File: config.mk
export PLATFORM = sky130hd
export DESIGN_NAME = slrx_device_flat
export DESIGN_NICKNAME = d
export VERILOG_FILES = /design/src/hdl/slrx_pkg.sv /design/src/hdl/slrx_if.sv /design/src/hdl/slrx_release.sv /design/src/hdl/slrx_device.sv /design/src/flat_wrapper.sv
export SDC_FILE = /design/constraint.sdc
export NUM_CORES = 1
export LEC_CHECK = 0
export ABC_AREA = 0
export BUFFER_PORTS_ARGS = -buffer_cell sky130_fd_sc_hd__buf_2
export CORE_MARGIN = 1.5
export CORE_UTILIZATION = 40
export CTS_CLUSTER_SIZE = 12
export DETAILED_ROUTE_END_ITERATION = 6
export HOLD_SLACK_MARGIN = 0.15
export PLACE_DENSITY = 0.71
export SLEW_MARGIN = 10
export SYNTH_ARGS = -nofsm -noshare
export SYNTH_HDL_FRONTEND = slang
export SYNTH_SLANG_ARGS = --single-unit
File: constraint.sdc
create_clock -name mclk -period 6.8 [get_ports mclk]
set_clock_uncertainty 0.1 [all_clocks]
set_input_delay 0.34 -clock mclk [delete_from_list [all_inputs] [get_ports mclk]]
set_output_delay 0.34 -clock mclk [all_outputs]
set_load 0.05 [all_outputs]
File: src/hdl/slrx_pkg.sv
// Shared constants for the serial link receive configuration and status bank.
// Assumes a single 100 MHz clock domain and byte-wide register access.
package slrx_pkg;
  // ----------------------------------------------------------------
  // Register map
  // ----------------------------------------------------------------
  localparam logic [11:0] SLRX_ADDR_SYNC_WORD_MODE = 12'h104;
  localparam logic [11:0] SLRX_ADDR_MF_LEN_M1      = 12'h105;
  localparam logic [11:0] SLRX_ADDR_RELEASE_DELAY  = 12'h106;
  localparam logic [11:0] SLRX_ADDR_LINK_STATUS    = 12'h107;
  localparam logic [11:0] SLRX_ADDR_LINK_CTRL      = 12'h110;
  // ----------------------------------------------------------------
  // Reset values and field layout
  // ----------------------------------------------------------------
  localparam logic [1:0] SLRX_SWM_RESET     = 2'h0;
  localparam logic [1:0] SLRX_SWM_CRC12     = 2'h0;
  localparam logic [7:0] SLRX_MF_LEN_RESET  = 8'h1f;
  localparam logic [5:0] SLRX_RBD_RESET     = 6'h00;
  localparam int         SLRX_BIT_EB_FAULT  = 7;
  localparam int         SLRX_BIT_LINK_UP   = 6;
  localparam int         SLRX_BIT_SYNC_LVL  = 5;
  localparam int         SLRX_BIT_REALIGNED = 4;
  localparam int         SLRX_BIT_SYSREF_CONSISTENT_FLAG   = 3;
  localparam int         SLRX_BIT_PLL_LOCK  = 2;
  localparam int         SLRX_CTRL_EN       = 0;
  localparam int         SLRX_CTRL_ENC      = 1;
  localparam int         SLRX_CTRL_SUB1     = 2;
  // ----------------------------------------------------------------
  // Timing and link constants
  // ----------------------------------------------------------------
  localparam int         SLRX_OCTETS_PER_STEP = 4;
  localparam int         SLRX_MB_FACTOR       = 256;
  localparam int         SLRX_MAX_SYSREF      = 7;
  localparam logic [7:0] SLRX_E_DEFAULT       = 8'h01;
  localparam logic [7:0] SLRX_F_DEFAULT       = 8'h02;
  // Command types seen by the host
  typedef enum logic [2:0] {
    SLRX_CMD_IDLE  = 3'b001,
    SLRX_CMD_WRITE = 3'b010,
    SLRX_CMD_READ  = 3'b100
  } slrx_cmd_t;
endpackage

File: src/hdl/slrx_if.sv
// Link between the register host and the receive configuration bank.
// Assumes both ends share mclk and nrst.
interface slrx_if (
  input wire logic mclk,
  input wire logic nrst
);
  logic        wr_en;
  logic        rd_en;
  logic [11:0] addr;
  logic [7:0]  wdata;
  logic [7:0]  rdata;
  logic        rvalid;
  modport device (input wr_en, input rd_en, input addr, input wdata, output rdata, output rvalid);
  modport host (output wr_en, output rd_en, output addr, output wdata, input rdata, input rvalid);
endinterface

File: src/hdl/slrx_release.sv
// Multiframe counter and elastic buffer release opportunity generator.
// Assumes octet_tick pulses once per received octet group of four.
module slrx_release
  import slrx_pkg::*;
#(
  parameter int CW = 16
) (
  input  wire logic          mclk,
  input  wire logic          nrst,
  input  wire logic          run,
  input  wire logic          octet_tick,
  input  wire logic          realign,
  input  wire logic [CW-1:0] period_quads,
  input  wire logic [5:0]    delay_quads,
  output logic               opportunity
);
  logic [CW-1:0] cnt_reg;
  // ----------------------------------------------------------------
  // Counter in units of four octets
  // ----------------------------------------------------------------
  // Counter wraps at the multiframe length; SYSREF realign restarts it
  always_ff @(posedge mclk or negedge nrst) begin
    if (!nrst) begin
      cnt_reg <= '0;
    end else if (!run || realign) begin
      cnt_reg <= '0;
    end else if (octet_tick) begin
      cnt_reg <= (cnt_reg + 1'b1 >= period_quads) ? '0 : cnt_reg + 1'b1;
    end
  end
  // four octets per step
  // Opportunity sits delay_quads steps past the counter boundary
  always_ff @(posedge mclk or negedge nrst) begin
    if (!nrst) begin
      opportunity <= 1'b0;
    end else begin
      opportunity <= run && octet_tick && (cnt_reg == CW'(delay_quads));
    end
  end
endmodule

File: src/hdl/slrx_device.sv
// Receive configuration and status registers of the serial link end.
// Assumes the host port and all status inputs are synchronous to mclk.
// Summary of operation
// - Two-bit sync word mode, zero means CRC-12
// - Sync word mode used only in 64b/66b
// - Received command fields are discarded
// - Multiframe length minus one resets to 31
// - Software programs only legal multiframe lengths
// - 64b/66b uses 256 times E over F
// - Each delay step adds four octets
// - Software keeps delay within legal range
// - Settings change only with link disabled; writes are not blocked while enabled
// - Buffer fault sticky, write one clears
// - Bit 6 reads link up
// - Bit 5 reads live sync level
// - Realign sticky, write one clears
// - Sysref_consistent_flag flag read-only, last SYSREF matched
// - Up to seven SYSREF pulses for alignment
// - Flags undefined in subclass 0
// - Bit 2 high when all enabled PLLs lock
// - Encoding bit: zero 8b/10b, one 64b/66b
// - Subclass 1 releases at offset opportunity
module slrx_device
  import slrx_pkg::*;
#(
  parameter int NPLL = 4
) (
  input  wire logic            mclk,
  input  wire logic            nrst,
  slrx_if.device               bus,
  input  wire logic            octet_tick,
  input  wire logic            lanes_writing,
  input  wire logic            eb_overflow,
  input  wire logic            eb_underflow,
  input  wire logic            sync_request_n,
  input  wire logic            sysref_pulse,
  input  wire logic            sysref_in_phase,
  input  wire logic [NPLL-1:0] pll_enabled,
  input  wire logic [NPLL-1:0] pll_locked,
  input  wire logic            cmd_valid,
  input  wire logic [7:0]      lane_e,
  input  wire logic [7:0]      lane_f,
  output logic                 link_enable,
  output logic                 line_encoding_select,
  output logic                 crc12_check_en,
  output logic                 link_up,
  output logic                 cmd_accept
);
  import slrx_pkg::*;

  logic [1:0]  sync_word_mode_sel_reg;
  logic [7:0]  frames_per_multiframe_less_one_reg;
  logic [5:0]  release_delay_reg;
  logic        subclass1_reg;
  logic        elastic_buffer_fault_reg;
  logic        realigned_reg;
  logic        sysref_consistent_flag_reg;
  logic        pll_ok_reg;
  logic        sync_request_level_reg;
  logic [2:0]  sysref_seen_reg;
  logic [15:0] period_quads;
  logic        opportunity;
  logic        realign_evt;
  logic        wr_status;
  logic [7:0]  status_byte;

  // ----------------------------------------------------------------
  // Helpers
  // ----------------------------------------------------------------
  // Write strobe decode, reused for every register
  function automatic logic hit(input logic [11:0] a);
    return bus.wr_en && (bus.addr == a);
  endfunction

  assign wr_status   = hit(SLRX_ADDR_LINK_STATUS);
  assign realign_evt = link_enable && sysref_pulse && !sysref_in_phase;

  // ----------------------------------------------------------------
  // Configuration registers
  // ----------------------------------------------------------------
  // changes expected while disabled
  // Writes are not blocked while enabled; doing so would hide host bugs
  always_ff @(posedge mclk or negedge nrst) begin
    if (!nrst) begin
      sync_word_mode_sel_reg             <= SLRX_SWM_RESET;
      frames_per_multiframe_less_one_reg <= SLRX_MF_LEN_RESET;
      release_delay_reg                  <= SLRX_RBD_RESET;
    end else begin
      if (hit(SLRX_ADDR_SYNC_WORD_MODE)) sync_word_mode_sel_reg <= bus.wdata[1:0];
      if (hit(SLRX_ADDR_MF_LEN_M1)) frames_per_multiframe_less_one_reg <= bus.wdata;
      if (hit(SLRX_ADDR_RELEASE_DELAY)) release_delay_reg <= bus.wdata[5:0];
    end
  end

  // Link control: enable, encoding, subclass
  always_ff @(posedge mclk or negedge nrst) begin
    if (!nrst) begin
      link_enable          <= 1'b0;
      line_encoding_select <= 1'b0;
      subclass1_reg        <= 1'b0;
    end else if (hit(SLRX_ADDR_LINK_CTRL)) begin
      link_enable          <= bus.wdata[SLRX_CTRL_EN];
      line_encoding_select <= bus.wdata[SLRX_CTRL_ENC];
      subclass1_reg        <= bus.wdata[SLRX_CTRL_SUB1];
    end
  end

  // ----------------------------------------------------------------
  // Mode decode
  // ----------------------------------------------------------------
  // only in 64b/66b
  // zero selects CRC-12, reserved codes check nothing
  always_ff @(posedge mclk or negedge nrst) begin
    if (!nrst) begin
      crc12_check_en <= 1'b0;
    end else begin
      crc12_check_en <= line_encoding_select && (sync_word_mode_sel_reg == SLRX_SWM_CRC12);
    end
  end

  always_ff @(posedge mclk or negedge nrst) begin
    if (!nrst) begin
      cmd_accept <= 1'b0;
    end else begin
      cmd_accept <= 1'b0 & cmd_valid;
    end
  end

  // multiframe 256*E/F in 64b/66b
  // Period held in quads of octets: K*F/4; a period of zero treated as one quad
  always_comb begin
    if (line_encoding_select) begin
      period_quads = 16'((SLRX_MB_FACTOR * int'(lane_e))
                         / SLRX_OCTETS_PER_STEP);
    end else begin
      period_quads = 16'(((int'(frames_per_multiframe_less_one_reg) + 1) * int'(lane_f))
                         / SLRX_OCTETS_PER_STEP);
    end
    if (period_quads == 16'h0000) period_quads = 16'h0001;
  end

  slrx_release #(
    .CW (16)
  ) u_release (
    .mclk         (mclk),
    .nrst         (nrst),
    .run          (link_enable),
    .octet_tick   (octet_tick),
    .realign      (realign_evt),
    .period_quads (period_quads),
    .delay_quads  (release_delay_reg),
    .opportunity  (opportunity)
  );

  // ----------------------------------------------------------------
  // Link up and buffer release
  // ----------------------------------------------------------------
  // subclass 1 release at opportunity
  always_ff @(posedge mclk or negedge nrst) begin
    if (!nrst) begin
      link_up <= 1'b0;
    end else if (!link_enable || !sync_request_n) begin
      link_up <= 1'b0;
    end else if (lanes_writing && (!subclass1_reg || opportunity)) begin
      link_up <= 1'b1;
    end
  end

  // ----------------------------------------------------------------
  // Status flags
  // ----------------------------------------------------------------
  // fault sticky, W1C
  always_ff @(posedge mclk or negedge nrst) begin
    if (!nrst) begin
      elastic_buffer_fault_reg <= 1'b0;
    end else if (eb_overflow || eb_underflow) begin
      elastic_buffer_fault_reg <= 1'b1;
    end else if (wr_status && bus.wdata[SLRX_BIT_EB_FAULT]) begin
      elastic_buffer_fault_reg <= 1'b0;
    end
  end

  always_ff @(posedge mclk or negedge nrst) begin
    if (!nrst) begin
      realigned_reg <= 1'b0;
    end else if (realign_evt) begin
      realigned_reg <= 1'b1;
    end else if (wr_status && bus.wdata[SLRX_BIT_REALIGNED]) begin
      realigned_reg <= 1'b0;
    end
  end

  // needs up to seven pulses
  // First pulse after enable never sets the consistent flag; an out-of-phase one still sets realigned
  always_ff @(posedge mclk or negedge nrst) begin
    if (!nrst) begin
      sysref_seen_reg            <= 3'h0;
      sysref_consistent_flag_reg <= 1'b0;
    end else if (!link_enable) begin
      sysref_seen_reg            <= 3'h0;
      sysref_consistent_flag_reg <= 1'b0;
    end else if (sysref_pulse) begin
      if (sysref_seen_reg != 3'(SLRX_MAX_SYSREF)) sysref_seen_reg <= sysref_seen_reg + 3'h1;
      sysref_consistent_flag_reg <= sysref_in_phase && (sysref_seen_reg != 3'h0);
    end
  end

  always_ff @(posedge mclk or negedge nrst) begin
    if (!nrst) begin
      pll_ok_reg             <= 1'b0;
      sync_request_level_reg <= 1'b0;
    end else begin
      pll_ok_reg             <= &(pll_locked | ~pll_enabled);
      sync_request_level_reg <= sync_request_n;
    end
  end

  // ----------------------------------------------------------------
  // Read path
  // ----------------------------------------------------------------
  // bit 6 link up
  assign status_byte = {elastic_buffer_fault_reg, link_up, sync_request_level_reg,
                        realigned_reg, sysref_consistent_flag_reg, pll_ok_reg, 2'h0};

  // One cycle read latency; unmapped addresses read zero
  always_ff @(posedge mclk or negedge nrst) begin
    if (!nrst) begin
      bus.rdata  <= 8'h00;
      bus.rvalid <= 1'b0;
    end else begin
      bus.rvalid <= bus.rd_en;
      case (bus.addr)
        SLRX_ADDR_SYNC_WORD_MODE: bus.rdata <= {6'h00, sync_word_mode_sel_reg};
        SLRX_ADDR_MF_LEN_M1:      bus.rdata <= frames_per_multiframe_less_one_reg;
        SLRX_ADDR_RELEASE_DELAY:  bus.rdata <= {2'h0, release_delay_reg};
        SLRX_ADDR_LINK_STATUS:    bus.rdata <= status_byte;
        SLRX_ADDR_LINK_CTRL:      bus.rdata <= {5'h00, subclass1_reg, line_encoding_select,
                                                link_enable};
        default:                  bus.rdata <= 8'h00;
      endcase
    end
  end
endmodule

File: src/flat_wrapper.sv
// flat-port wrapper written by rule: the top's interface ports become plain ports
module slrx_device_flat import slrx_pkg::*;
#(
  parameter int NPLL = 4
)
  (mclk, nrst, octet_tick, lanes_writing, eb_overflow, eb_underflow, sync_request_n, sysref_pulse, sysref_in_phase, pll_enabled, pll_locked, cmd_valid, lane_e, lane_f, link_enable, line_encoding_select, crc12_check_en, link_up, cmd_accept, bus_wr_en, bus_rd_en, bus_addr, bus_wdata, bus_rdata, bus_rvalid);
  slrx_if bus_i (.mclk(mclk), .nrst(nrst));
  input  wire logic mclk;
  input  wire logic nrst;
  input  wire logic octet_tick;
  input  wire logic lanes_writing;
  input  wire logic eb_overflow;
  input  wire logic eb_underflow;
  input  wire logic sync_request_n;
  input  wire logic sysref_pulse;
  input  wire logic sysref_in_phase;
  input  wire logic [NPLL-1:0] pll_enabled;
  input  wire logic [NPLL-1:0] pll_locked;
  input  wire logic cmd_valid;
  input  wire logic [7:0] lane_e;
  input  wire logic [7:0] lane_f;
  output logic link_enable;
  output logic line_encoding_select;
  output logic crc12_check_en;
  output logic link_up;
  output logic cmd_accept;
  input wire logic [$bits(bus_i.wr_en)-1:0] bus_wr_en;
  input wire logic [$bits(bus_i.rd_en)-1:0] bus_rd_en;
  input wire logic [$bits(bus_i.addr)-1:0] bus_addr;
  input wire logic [$bits(bus_i.wdata)-1:0] bus_wdata;
  output wire logic [$bits(bus_i.rdata)-1:0] bus_rdata;
  output wire logic [$bits(bus_i.rvalid)-1:0] bus_rvalid;
  assign bus_i.wr_en = bus_wr_en;
  assign bus_i.rd_en = bus_rd_en;
  assign bus_i.addr = bus_addr;
  assign bus_i.wdata = bus_wdata;
  assign bus_rdata = bus_i.rdata;
  assign bus_rvalid = bus_i.rvalid;
  slrx_device #(.NPLL(NPLL)) u_core (.mclk(mclk), .nrst(nrst), .bus(bus_i), .octet_tick(octet_tick), .lanes_writing(lanes_writing), .eb_overflow(eb_overflow), .eb_underflow(eb_underflow), .sync_request_n(sync_request_n), .sysref_pulse(sysref_pulse), .sysref_in_phase(sysref_in_phase), .pll_enabled(pll_enabled), .pll_locked(pll_locked), .cmd_valid(cmd_valid), .lane_e(lane_e), .lane_f(lane_f), .link_enable(link_enable), .line_encoding_select(line_encoding_select), .crc12_check_en(crc12_check_en), .link_up(link_up), .cmd_accept(cmd_accept));
endmodule
# ---- Word-level counts from Yosys, hierarchy flattened
# Index checks and enable logic that the tools add are counted.
dict set report word_totals {
  ff_bits 55
  out_inout_bits 14
}
dict set report classes {
  add_sub_neg 4
  multipliers 1
  magnitude_cmp 1
  n_eq_ne 9
  n_mux 17
  bitwise 3
  n_reduce_logical 32
}
# op n
set ops {}
lappend ops {{16-bit 2-to-1 mux} 5}
lappend ops {{12-bit by 9-bit equality test with 1-bit output, second input constant} 5}
lappend ops {{8-bit case mux with 5 select lines} 1}
lappend ops {{9-bit by 8-bit multiplier with 17-bit output} 1}
lappend ops {{16-bit by 1-bit adder with 16-bit output} 1}
lappend ops {{16-bit by 1-bit adder with 16-bit output, second input constant} 1}
lappend ops {{16-bit by 6-bit equality test with 1-bit output} 1}
lappend ops {{16-bit greater-or-equal comparator} 1}
lappend ops {{16-bit zero test} 1}
lappend ops {{1-bit logical AND} 14}
lappend ops {{8-bit by 1-bit adder with 9-bit output, second input constant} 1}
lappend ops {{3-bit 2-to-1 mux} 3}
lappend ops {{1-bit 2-to-1 mux} 8}
lappend ops {{2-bit nonzero test} 4}
lappend ops {{1-bit zero test} 4}
lappend ops {{1-bit logical OR} 4}
lappend ops {{2-bit inequality test, second input constant} 2}
lappend ops {{4-bit NOT} 1}
lappend ops {{4-bit bitwise OR} 1}
lappend ops {{4-bit AND reduction} 1}
lappend ops {{3-bit by 1-bit adder with 3-bit output, second input constant} 1}
lappend ops {{3-bit inequality test, second input constant} 1}
lappend ops {{3-bit nonzero test} 1}
lappend ops {{2-bit zero test} 1}
lappend ops {{3 further kinds} 3}

# ---- Logic depth before layout (Yosys ltp)
# Gate-level depths: netlist (run 1).
dict set report logic_depth {
  word_depth 12
  ltp_mapped 29
  depth_no_buf 27
}

# ---- Hierarchy
# Synthesis (run 1) repeated with hierarchy kept, for this count alone.
dict set report hier_totals {
  cells_unflattened 621
  area_unflattened_um2 5881.9
}
# mod instances cells_each area_per_inst_um2 seq_area_each_um2
set modules_own_cells {}
lappend modules_own_cells {slrx_device 1 455 4357.9 957.2}
lappend modules_own_cells {slrx_release 1 166 1524.0 425.4}

# ---- Least setup slack after synthesis (run 1)
# No wires, ideal clock.
dict set report synth_timing {
  path_type {flip-flop to flip-flop}
  start {register u_core.frames_per_multiframe_less_one_reg[0]}
  end {register u_core.u_release.cnt_reg[11]}
  t_arrival_ps 6769
  slack_ps -151
  path_stages_with_launch 28
  n_path_buf 2
  cell_sequence {dfstp_2 clkbuf_1 nand3_1 xor2_1 nor2b_1 fa_1 fa_1 fa_1 inv_1 fa_1 inv_1 ha_1 or2_2 o311ai_0 o21bai_2 nand3_1 a32oi_1 mux2_2 o41ai_2 ha_1 nand2b_1 a21o_1 a21o_1 a211oi_1 o21ai_0 a31o_2 buf_2 o21ai_0}
}
dict set report synth_between {
  elab_chain_len 12
}
# item line
set synth_rtl {}
lappend synth_rtl {{from (decl)} slrx_device.sv:52} ;# logic [7:0] frames_per_multiframe_less_one_reg;
lappend synth_rtl {{from (signal assigned)} slrx_device.sv:90} ;# if (hit(SLRX_ADDR_MF_LEN_M1)) frames_per_multiframe_less_one_reg <= bus.wdata;
lappend synth_rtl {{8-bit by 1-bit adder with 9-bit output *} slrx_device.sv:136} ;# period_quads = 16'(((int'(frames_per_multiframe_less_one_reg) + 1) * int'(lane_f))
lappend synth_rtl {{9-bit by 8-bit multiplier with 17-bit output *} slrx_device.sv:136}
lappend synth_rtl {{2-bit OR reduction (no line)} -}
lappend synth_rtl {{1-bit bitwise AND (no line)} -}
lappend synth_rtl {{16-bit by 1-bit adder with 16-bit output (no line) *} -}
lappend synth_rtl {{16-bit 2-to-1 mux *} slrx_device.sv:132} ;# if (line_encoding_select) begin
lappend synth_rtl {{16-bit zero test} slrx_device.sv:139} ;# if (period_quads == 16'h0000) period_quads = 16'h0001;
lappend synth_rtl {{16-bit 2-to-1 mux *} slrx_device.sv:139}
lappend synth_rtl {{16-bit greater-or-equal comparator *} slrx_release.sv:28} ;# cnt_reg <= (cnt_reg + 1'b1 >= period_quads) ? '0 : cnt_reg + 1'b1;
lappend synth_rtl {{16-bit 2-to-1 mux *} slrx_release.sv:28}
lappend synth_rtl {{16-bit 2-to-1 mux *} slrx_release.sv:27} ;# end else if (octet_tick) begin
lappend synth_rtl {{16-bit 2-to-1 mux *} slrx_release.sv:25} ;# end else if (!run || realign) begin
lappend synth_rtl {{to (signal assigned)} slrx_release.sv:28}
lappend synth_rtl {{to (decl)} slrx_release.sv:17} ;# logic [CW-1:0] cnt_reg;
# Every way passes the cells marked *; elsewhere a longest branch is shown, timed or not. The select of a mux whose other input is x is not followed.
# A chain may end at the register's enable or synchronous reset.

# ---- Final worst setup path (run 1)
dict set report layout_timing {
  start {register u_core.frames_per_multiframe_less_one_reg[1]}
  end {register u_core.u_release.cnt_reg[8]}
}
# The elaborated chain is that of the path after synthesis.

==> impl_metrics.yaml, run 1 <==
sta:
  post-route-period-util: 1.02
  drv_slew: 0
  fmax_mhz: 145
  tns_ns: -1.30
  setup_viol: 15
  min_period_ns: 6.91
  fin_ws_ns: -0.106
  hold_viol: 0
  tightest_slew_ns: 0.691
  relSlewSlack: 0.539
  rsz0062_at_grt: "true"
final_layout:
  final_cell_mix: "inv_1, buf_2, buf_4"
  syn_to_final_growth_pct: 27.4
  drive_gt1_frac: 0.306
  final_cells: 906
  num_antenna_cells: 0
  nNetsFinal: 879
  final_common_cell: "inv_1"
  largest_reg_flops: 16
  fin_util: 0.521
detailed_routing:
  routed_via_density: 5.18
  drt_iter0_drc: 146
  drcViolationCount: 0
  wl_um: 13600
  ant_nets: 0
  wl_per_cell_um: 15.1
  drtPass1Iterations: 5
  via_count: 4692
placement:
  numPlacedInstances: 879
  routabilityCongestion: 0.861
  port_buffers: 67
  dpl.hpwl_um: 10700
setup_path:
  crit_type: "reg -> reg"
  arrival_ns: 7.03
  max_stage_delay_ns: 0.58
  crit_path_frequent_cell: "fa_1"
  cp.buffers_inverters: 2
  cp_max_fo: 8
  critPathTopFamily: "adder cells"
  cp-start-kind: "flip-flop"
  endpoint_kind: "flip-flop"
  worst_ep_required_time_ns: 6.93
  worst_r2r_startpoint: "u_core.frames_per_multiframe_less_one_reg[1]"
  cp_slowest_cell: "dfstp_2"
  worstSetupStartpoint: "u_core.frames_per_multiframe_less_one_reg[1]"
global_routing:
  antenna_found_initial: 0
  grt_pass1_vias: 4962
  grt_use_total: 0.191
  grt_pass1_wl_um: 23000
  grt_max_degree: 56
  grt_overflow: 0
power:
  clkPwrFrac: 0.374
  power.total_w: 0.000666
  vdd_ir_drop_max_mv: 0.163
  combPwrFrac: 0.130
  p_leak_nw: 3.69
  seqPwrFrac: 0.496
  internal_power_w: 0.000504
  swShare: 0.244
  power.density_nw_per_um2: 92.2
  p_sw_w: 0.000163
die:
  initial_core_util: 0.409
  io_pins: 70
  core_area_um2: 13900
  die_x_um: 122
  die-area_um2: 14900
  rows: 43
  floorplan.die.height_um: 122
outcome:
  outcome: "complete, but fails checks"
  violations: "setup timing"
clock_network:
  cts.path.max_buffers: 2
  cts.sinks: 55
  ctsRootBufferMaster: "clkbuf_16"
  numCtsBuffers: 5
  clk_pin_slew_ns: 0.07
  htree_levels: 2
  clock_latency_ns: 0.29
  cts_tree: "done"
synth:
  synthFlopType: "dfrtp_1"
  ys_seq_area_frac: 0.244
  syn_nets: 752
  ys_ff_latch: 55
  syn_avg_cell_area_um2: 9.49
  synth_edf_count: 0
  async_flop_share: 1.00
  synth_area_um2: 5680
  synth_cell_types: 66
  synth_cells: 598
  ys_warn_count: 0
job:
  maxCapViolCount: 0
worst_hold_path:
  worstHoldPathType: "in -> reg"
  holdCritStartpoint: "bus_wdata[6]"
==> area by class of cell <==
class | count | area, µm²
clock buffers | 6 | 129
clock inverters | 2 | 12.5
fillers | 1260 | 6650
inverters | 76 | 285
multi-input cells | 453 | 4330
flip-flops and latches | 55 | 1380
well taps | 180 | 225
repair buffers | 134 | 863
==> Yosys cell counts (all sizes together) (12+ instances only) <==
master  count  area share
nor2       19       0.013
xor2       15       0.023
nand2b     18       0.020
inv        76       0.050
and2       23       0.025
fa         42        0.15
dfrtp      50        0.22
nor2b      43       0.047
nand2      43       0.028
nand3      12       0.011
ha         56        0.12
o21ai      28       0.025
mux2       21       0.042
clkbuf     12      0.0079
xnor2      19       0.029
==> worst register-to-register path, cell delays in order, from the launching register on <==
cell and delay [ns]:
dfstp_2 0.58, ha_4 0.17, nand3_4 0.11, xor2_4 0.28
nor2b_2 0.08, fa_1 0.56, fa_1 0.46, fa_1 0.55
inv_1 0.05, fa_1 0.49, inv_2 0.05, ha_4 0.23
or2_4 0.26, a21o_1 0.18, a311oi_1 0.26, o31a_1 0.21
o2111a_1 0.22, o2111ai_2 0.14, o41ai_2 0.36, ha_1 0.29
nand2b_4 0.14, a21o_1 0.15, a21o_1 0.15, a211oi_2 0.22
o21ai_2 0.11, a31o_4 0.31, o21ai_2 0.14
==> per-layer routing <==
layer | wire [µm] | GRT usage
met1 | 6020 | 0.249
met2 | 6950 | 0.342
met3 | 428 | 0.0178
met4 | 239 | 0.0480
met5 | 0 | 0
==> power groups by stage <==
stage	sequential (W)	clock (W)	combinational [W]
after global routing	0.000330	0.000272	0.0000953
after floorplan	0.000338	0	0.0000335
after CTS	0.000330	0.000258	0.0000853
final	0.000330	0.000249	0.0000866
after global placement	0.000336	0	0.0000744
after detailed placement	0.000336	0	0.0000774
==> cell families after synthesis <==
group	count (synthesis)	synth area share
mux	27	0.0522
other cells	1	0.000661
fa+ha+maj	98	0.272
simple gates	202	0.200
xor+xnor	34	0.0525
buf+inv	91	0.0617
flops	55	0.244
compound gates	90	0.118
==> per-stage QoR <==
stage          hold slack [ns]  area, µm²  setup slack, ns
2_1_floorplan          -0.0556       5790          0.00510
3_3_place_gp             0.350       6650           -0.141
3_5_place_dp             0.349       6650           -0.400
4_1_cts                  0.180       7110          -0.0317
5_1_grt                  0.184       7230           -0.369
6_report                 0.186       7230           -0.106
==> path summary, 6_finish.rpt <==
check,endpoint,slack [ns],cells after the start
setup reg to reg,u_core.u_release.cnt_reg[8],-0.11,26
min in group asynchronous,u_core.bus.rdata[2],0.62,3
hold reg to reg,u_core.crc12_check_en,0.38,1
hold / removal,u_core.frames_per_multiframe_less_one_reg[6],0.19,2
max in group asynchronous,u_core.u_release.cnt_reg[13],5.53,3
setup / recovery,u_core.u_release.cnt_reg[8],-0.11,26
==> timing repair <==
item	4_1_cts	5_1_grt
setup buffers	10	1
pin swaps	29	24
cloned	1	0
gates resized for setup	43	29
hold buffers	7	0
endpoints found under the hold margin	54	0
endpoints found under the setup margin	15	15
Note: power is estimated with default switching activity, not from simulation.
==> run 2, diff against run 1 <==
--- a/config.mk
+++ b/config.mk
@@ -16,4 +16,5 @@
 export SLEW_MARGIN = 10
 export SYNTH_ARGS = -nofsm -noshare
 export SYNTH_HDL_FRONTEND = slang
+export SYNTH_HIERARCHICAL = 1
 export SYNTH_SLANG_ARGS = --single-unit
==> run 2 against run 1 <==
  * The run still ends with setup timing left
  * Largest power group unchanged
  * Worst hold slack lost 0.012 ns
  * Total power grew 2.6%
  * First-iteration DRC count grew 48%
  * Non-clock buffer count grew 1
  * Die area grew 3.5%
  * Register-to-register slack lost 0.48 ns
  * Clock power grew 6%
  * Sequential share of layout area shrank 0.39 points
  * Sequential power is essentially flat
==> impl_metrics.yaml, run 2 <==
global_routing:
  antenna_found_initial: 0
  grt_pass1_wl_um: 24300
  grt_max_degree: 56
  grt_pass1_vias: 4893
  grt_overflow: 0
  grt_use_total: 0.189
final_layout:
  nNetsFinal: 900
  final_common_cell: "inv_1"
  largest_reg_flops: 16
  final_cell_area_um2: 7380
  drive_gt1_frac: 0.294
  num_antenna_cells: 0
  final_cell_mix: "inv_1, buf_2, buf_4"
  fillers: 1352
  syn_to_final_growth_pct: 25.4
  final_cells: 930
setup_path:
  endpoint_kind: "flip-flop"
  crit_path_frequent_cell: "fa_1"
  crit_type: "reg -> reg"
  cp-start-kind: "flip-flop"
  max_stage_delay_ns: 0.59
  worst_ep_required_time_ns: 6.92
  arrival_ns: 7.51
  cp_slowest_cell: "dfstp_2"
  cp_max_fo: 5
clock_network:
  clk_pin_slew_ns: 0.08
  cts.path.max_buffers: 2
  numCtsBuffers: 5
  clock_latency_ns: 0.29
  htree_levels: 2
  ctsRootBufferMaster: "clkbuf_16"
  cts.sinks: 55
  cts_tree: "done"
detailed_routing:
  ant_nets: 0
  routed_via_density: 5.19
  drtPass1Iterations: 4
  via_count: 4831
  drcViolationCount: 0
  wl_um: 14300
  wl_per_cell_um: 15.4
  drt_iter0_drc: 216
synth:
  synth_cell_types: 68
  yosysTopAreaCell: "dfrtp_1"
  async_flop_share: 1.00
  synthFlopType: "dfrtp_1"
  ys_ff_latch: 55
  synth_edf_count: 0
  synth_cells: 621
  ys_seq_area_frac: 0.235
  ys_warn_count: 6
  synth_common_cells: "inv_1, ha_1, dfrtp_1"
  syn_avg_cell_area_um2: 9.47
  synth_most_common_cell: "inv_1"
  yosys.area.top_type_share: 0.213
  synth_area_um2: 5880
  synth.top_cells.by_area: "dfrtp_1, fa_1, ha_1, inv_1, nor2b_1"
die:
  die-area_um2: 15400
  core_area_um2: 14400
  die_x_um: 124
  floorplan.die.height_um: 124
  initial_core_util: 0.408
  rows: 44
  io_pins: 70
sta:
  post-route-period-util: 1.09
  relSlewSlack: 0.534
  drv_slew: 0
  fmax_mhz: 135
  min_period_ns: 7.39
  setup_viol: 16
  fin_ws_ns: -0.588
  rsz0062_at_grt: "true"
  hold_viol: 0
  tightest_slew_ns: 0.699
placement:
  routabilityCongestion: 0.823
  port_buffers: 67
  placed_area_um2: 6840
  dpl.hpwl_um: 11100
  numPlacedInstances: 907
  dp_slack_ns: -0.511
outcome:
  outcome: "complete, but fails checks"
  violations: "setup timing"
power:
  power.density_nw_per_um2: 92.7
  vdd_ir_drop_max_mv: 0.0991
  p_leak_nw: 3.67
  power.total_w: 0.000684
job:
  maxCapViolCount: 0
worst_hold_path:
  worstHoldPathType: "in -> reg"
run 2: cell types whose count changed after synthesis, moves of 6 or more:
cell      delta
clkbuf_1     -8
a32o_1      +10
a21oi_1     +12
nand2_1      -6
a31oi_1      +8
o21ai_0     -15
a22o_1       -7
xor2_1       -7
mux2_2       +6
run 2: worst max-delay path, delay by kind of cell (launching register included):
family                   cells  cell delay (ns)
multiplexers                 1             0.13
AO/OA/AOI/OAI                5             1.24
XOR/XNOR                     2             0.37
adder cells (fa/ha/maj)      6             2.51
flip-flops                   1             0.59
AND/OR/NAND/NOR              8             1.92
buffers and inverters        5             0.45
run 2: cell type report:
class / count / area, µm² / area share
repair buffers: 135 / 922 / 0.125
clock buffers: 5 / 125 / 0.0170
multi-input cells: 466 / 4380 / 0.594
inverters: 82 / 313 / 0.0424
well taps: 184 / 230 / 0.0312
flip-flops and latches: 55 / 1380 / 0.187
clock inverters: 3 / 25.0 / 0.00339
run 2: cell families after synthesis:
group	Yosys count	share of synthesized area
AO/OA/AOI/OAI	88	0.110
XOR/XNOR	32	0.0489
adder cells (fa/ha/maj)	99	0.264
buffers and inverters	101	0.0762
flip-flops	55	0.235
multiplexers	31	0.0576
other	1	0.000638
AND/OR/NAND/NOR	214	0.207
run 2: worst paths after layout:
check | start | end | slack [ns] | cells past startpoint
worst min-delay path | lanes_writing | u_core/link_up | 0.17 | 3
worst max register to register | u_core/frames_per_multiframe_less_one_reg[0] | u_core/u_release/cnt_reg[2] | -0.59 | 27
worst max-delay path | u_core/frames_per_multiframe_less_one_reg[0] | u_core/u_release/cnt_reg[2] | -0.59 | 27
min in group asynchronous | nrst | u_core/sysref_seen_reg[0] | 0.60 | 3
worst min register to register | u_core/sync_word_mode_sel_reg[1] | u_core/crc12_check_en | 0.35 | 1
max in group asynchronous | nrst | u_core/bus.rdata[4] | 5.53 | 3
run 2: repair_timing:
item / in CTS / in global routing
gates cloned: 2 / 0
resized for setup: 12 / 37
buffers inserted: 2 / 5
hold endpoints to repair: 54 / 0
endpoints found under the setup margin: 16 / 16
pin swaps: 4 / 30
hold buffers: 7 / 0
run 2: power by group:
| part | internal, W | switching [W] | leakage, nW |
|---|---|---|---|
| registers | 0.000329 | 0.00000119 | 0.739 |
| clock network | 0.000138 | 0.000125 | 0.0700 |
| logic | 0.0000427 | 0.0000482 | 2.86 |
| total | 0.000510 | 0.000174 | 3.67 |
run 2: stage by stage:
step	hold slack, ns	setup TNS [ns]	utilization
detailed placement	0.342	-7.01	0.474
global route	0.178	-11.87	0.512
global placement	0.336	-5.31	0.474
finish	0.174	-8.73	0.512
floorplan	-0.0556	-1.53	-
CTS	0.172	-7.75	0.499
run 2: metal layers:
metal | up-vias | share of wire | global-route usage
met5 | - | 0 | 0
met4 | 0 | 0.012 | 0.0419
met3 | 12 | 0.036 | 0.0206
met2 | 99 | 0.50 | 0.320
met1 | 2355 | 0.45 | 0.262
li1 | 2365 | - | -
==> run 3, diff against run 2 <==
--- a/config.mk
+++ b/config.mk
@@ -12,7 +12,6 @@
 export CTS_CLUSTER_SIZE = 12
 export DETAILED_ROUTE_END_ITERATION = 6
 export HOLD_SLACK_MARGIN = 0.15
-export PLACE_DENSITY = 0.71
 export SLEW_MARGIN = 10
 export SYNTH_ARGS = -nofsm -noshare
 export SYNTH_HDL_FRONTEND = slang
==> run 3 against run 2 <==
  * The flow still finishes with violations (setup timing)
  * Combinational power increased by 3.3%
  * Final cell count increased by 1.6%
  * Via count increased by 3.2%
  * Critical path type unchanged
  * Critical endpoint is now u_core/u_release/cnt_reg[6]
  * Highest routed layer unchanged
==> impl_metrics.yaml, run 3 (synthesis results as in run 2) <==
outcome:
  outcome: "complete, but fails checks"
  violations: "setup timing"
sta:
  rsz0062_at_grt: "true"
  fmax_mhz: 135
  drv_slew: 0
  setup_viol: 16
  whs_ns: 0.191
  tightest_slew_ns: 0.905
  min_period_ns: 7.41
  fin_ws_ns: -0.612
  post-route-period-util: 1.09
  relSlewSlack: 0.397
  hold_viol: 0
clock_network:
  numCtsBuffers: 5
  clk_pin_slew_ns: 0.07
  cts.path.max_buffers: 2
  htree_levels: 2
  ctsRootBufferMaster: "clkbuf_16"
  clock_latency_ns: 0.30
  cts_tree: "done"
  cts.sinks: 55
global_routing:
  grt_pass1_wl_um: 25400
  antenna_found_initial: 0
  grt_pass1_vias: 5191
  grt_max_degree: 56
  grt_use_total: 0.198
  grt_overflow: 0
setup_path:
  endpoint_kind: "flip-flop"
  cp_slowest_cell: "dfstp_2"
  cp_max_fo: 5
  crit_end: "u_core/u_release/cnt_reg[6]"
  arrival_ns: 7.54
  r2r_end: "u_core/u_release/cnt_reg[6]"
  worst_r2r_startpoint: "u_core/frames_per_multiframe_less_one_reg[1]"
  max_stage_delay_ns: 0.58
  crit_type: "reg -> reg"
  reg2regPathDepth: 27
  cp-start-kind: "flip-flop"
  rrSetupSlack_ns: -0.61
  crit_path_frequent_cell: "fa_1"
  worstSetupStartpoint: "u_core/frames_per_multiframe_less_one_reg[1]"
  worst_ep_required_time_ns: 6.93
die:
  initial_core_util: 0.408
  floorplan.die.height_um: 124
  rows: 44
  io_pins: 70
  die_x_um: 124
  die-area_um2: 15400
  core_area_um2: 14400
power:
  swShare: 0.238
  seqPwrFrac: 0.450
  power.total_w: 0.000733
  power.density_nw_per_um2: 97.8
  internal_power_w: 0.000559
  clkPwrFrac: 0.422
  combPwrFrac: 0.128
  vdd_ir_drop_max_mv: 0.0948
  p_sw_w: 0.000175
  p_leak_nw: 3.78
final_layout:
  final_common_cell: "inv_1"
  largest_reg_flops: 16
  multi_input_area_um2: 4340
  num_antenna_cells: 0
  drive_gt1_frac: 0.302
  regArea_um2: 1380
  final_cell_area_um2: 7500
  final_cells: 945
  fillers: 1319
  syn_to_final_growth_pct: 27.5
  final_cell_mix: "inv_1, buf_2, buf_4"
  nNetsFinal: 915
placement:
  routabilityCongestion: 0.881
  numPlacedInstances: 918
  port_buffers: 67
  dp_slack_ns: -0.910
  placed_area_um2: 6910
  dpl.hpwl_um: 11700
job:
  maxCapViolCount: 0
detailed_routing:
  drt_iter0_drc: 263
  routed_via_density: 5.28
  wl_um: 15000
  via_count: 4986
  drcViolationCount: 0
  drtPass1Iterations: 5
  ant_nets: 0
  wl_per_cell_um: 15.9
worst_hold_path:
  holdPathStages: 3
  holdCritStartpoint: "lanes_writing"
  worstHoldPathType: "in -> reg"
run 3: cell types whose count changed in the layout (fill, tap and decap cells not counted), moves of 2 or more:
| cell | before | now |
|---|---|---|
| a31oi_1 | 3 | 7 |
| buf_4 | 55 | 67 |
| clkinv_4 | 2 | 0 |
| buf_6 | 3 | 6 |
| a31oi_4 | 4 | 0 |
| ha_2 | 2 | 0 |
run 3: per-layer routing:
metal / track usage / up-vias / part of all wire
li1: - / 2391 / -
met1: 0.276 / 2438 / 0.44
met2: 0.328 / 134 / 0.50
met3: 0.0180 / 23 / 0.042
met4: 0.0561 / 0 / 0.019
met5: 0 / - / 0
run 3: what timing repair did:
| action | in CTS | in global routing |
|---|---|---|
| setup endpoints to repair | 16 | 16 |
| hold endpoints to repair | 54 | 0 |
| buffers inserted | 4 | 6 |
| hold buffers | 7 | 0 |
| pin swaps | 8 | 19 |
| cloned | 2 | 1 |
| gates resized for setup | 18 | 25 |
run 3: through the flow:
stage	util	TNS, ns
global placement	0.479	-9.86
detailed placement	0.479	-12.75
global route	0.520	-13.32
floorplan	-	-1.53
CTS	0.507	-10.32
finish	0.520	-8.99
run 3: worst min-delay path by stage:
stage               slack, ns                   to
finish                   0.19       u_core/link_up
global route             0.19       u_core/link_up
CTS                      0.19       u_core/link_up
detailed placement       0.36    u_core/bus.rvalid
global placement         0.35    u_core/bus.rvalid
floorplan               -0.06  u_core/bus.rdata[0]
run 3: worst max-delay path: cells and delay by family (launching register included):
kind | cells | cell delay, ns
AO/OA/AOI/OAI | 5 | 1.23
XOR/XNOR | 2 | 0.38
adder cells (fa/ha/maj) | 6 | 2.51
buffers and inverters | 6 | 0.65
flip-flops | 1 | 0.58
AND/OR/NAND/NOR | 8 | 1.88
run 3: cell type report:
class | instances | share of cell area
multi-input combinational | 466 | 0.579
sequential | 55 | 0.184
timing repair buffer | 150 | 0.140
inverter | 82 | 0.0417
tap | 184 | 0.0307
clock buffer | 6 | 0.0185
clock inverter | 2 | 0.00517
run 3: power by group through the flow:
| stage | Combinational [W] | Sequential (W) | Clock, W |
|---|---|---|---|
| detailed placement | 0.0000848 | 0.000336 | 0 |
| global placement | 0.0000832 | 0.000336 | 0 |
| CTS | 0.0000920 | 0.000330 | 0.000318 |
| floorplan | 0.0000369 | 0.000338 | 0 |
| finish | 0.0000939 | 0.000330 | 0.000309 |
| global route | 0.000104 | 0.000330 | 0.000331 |
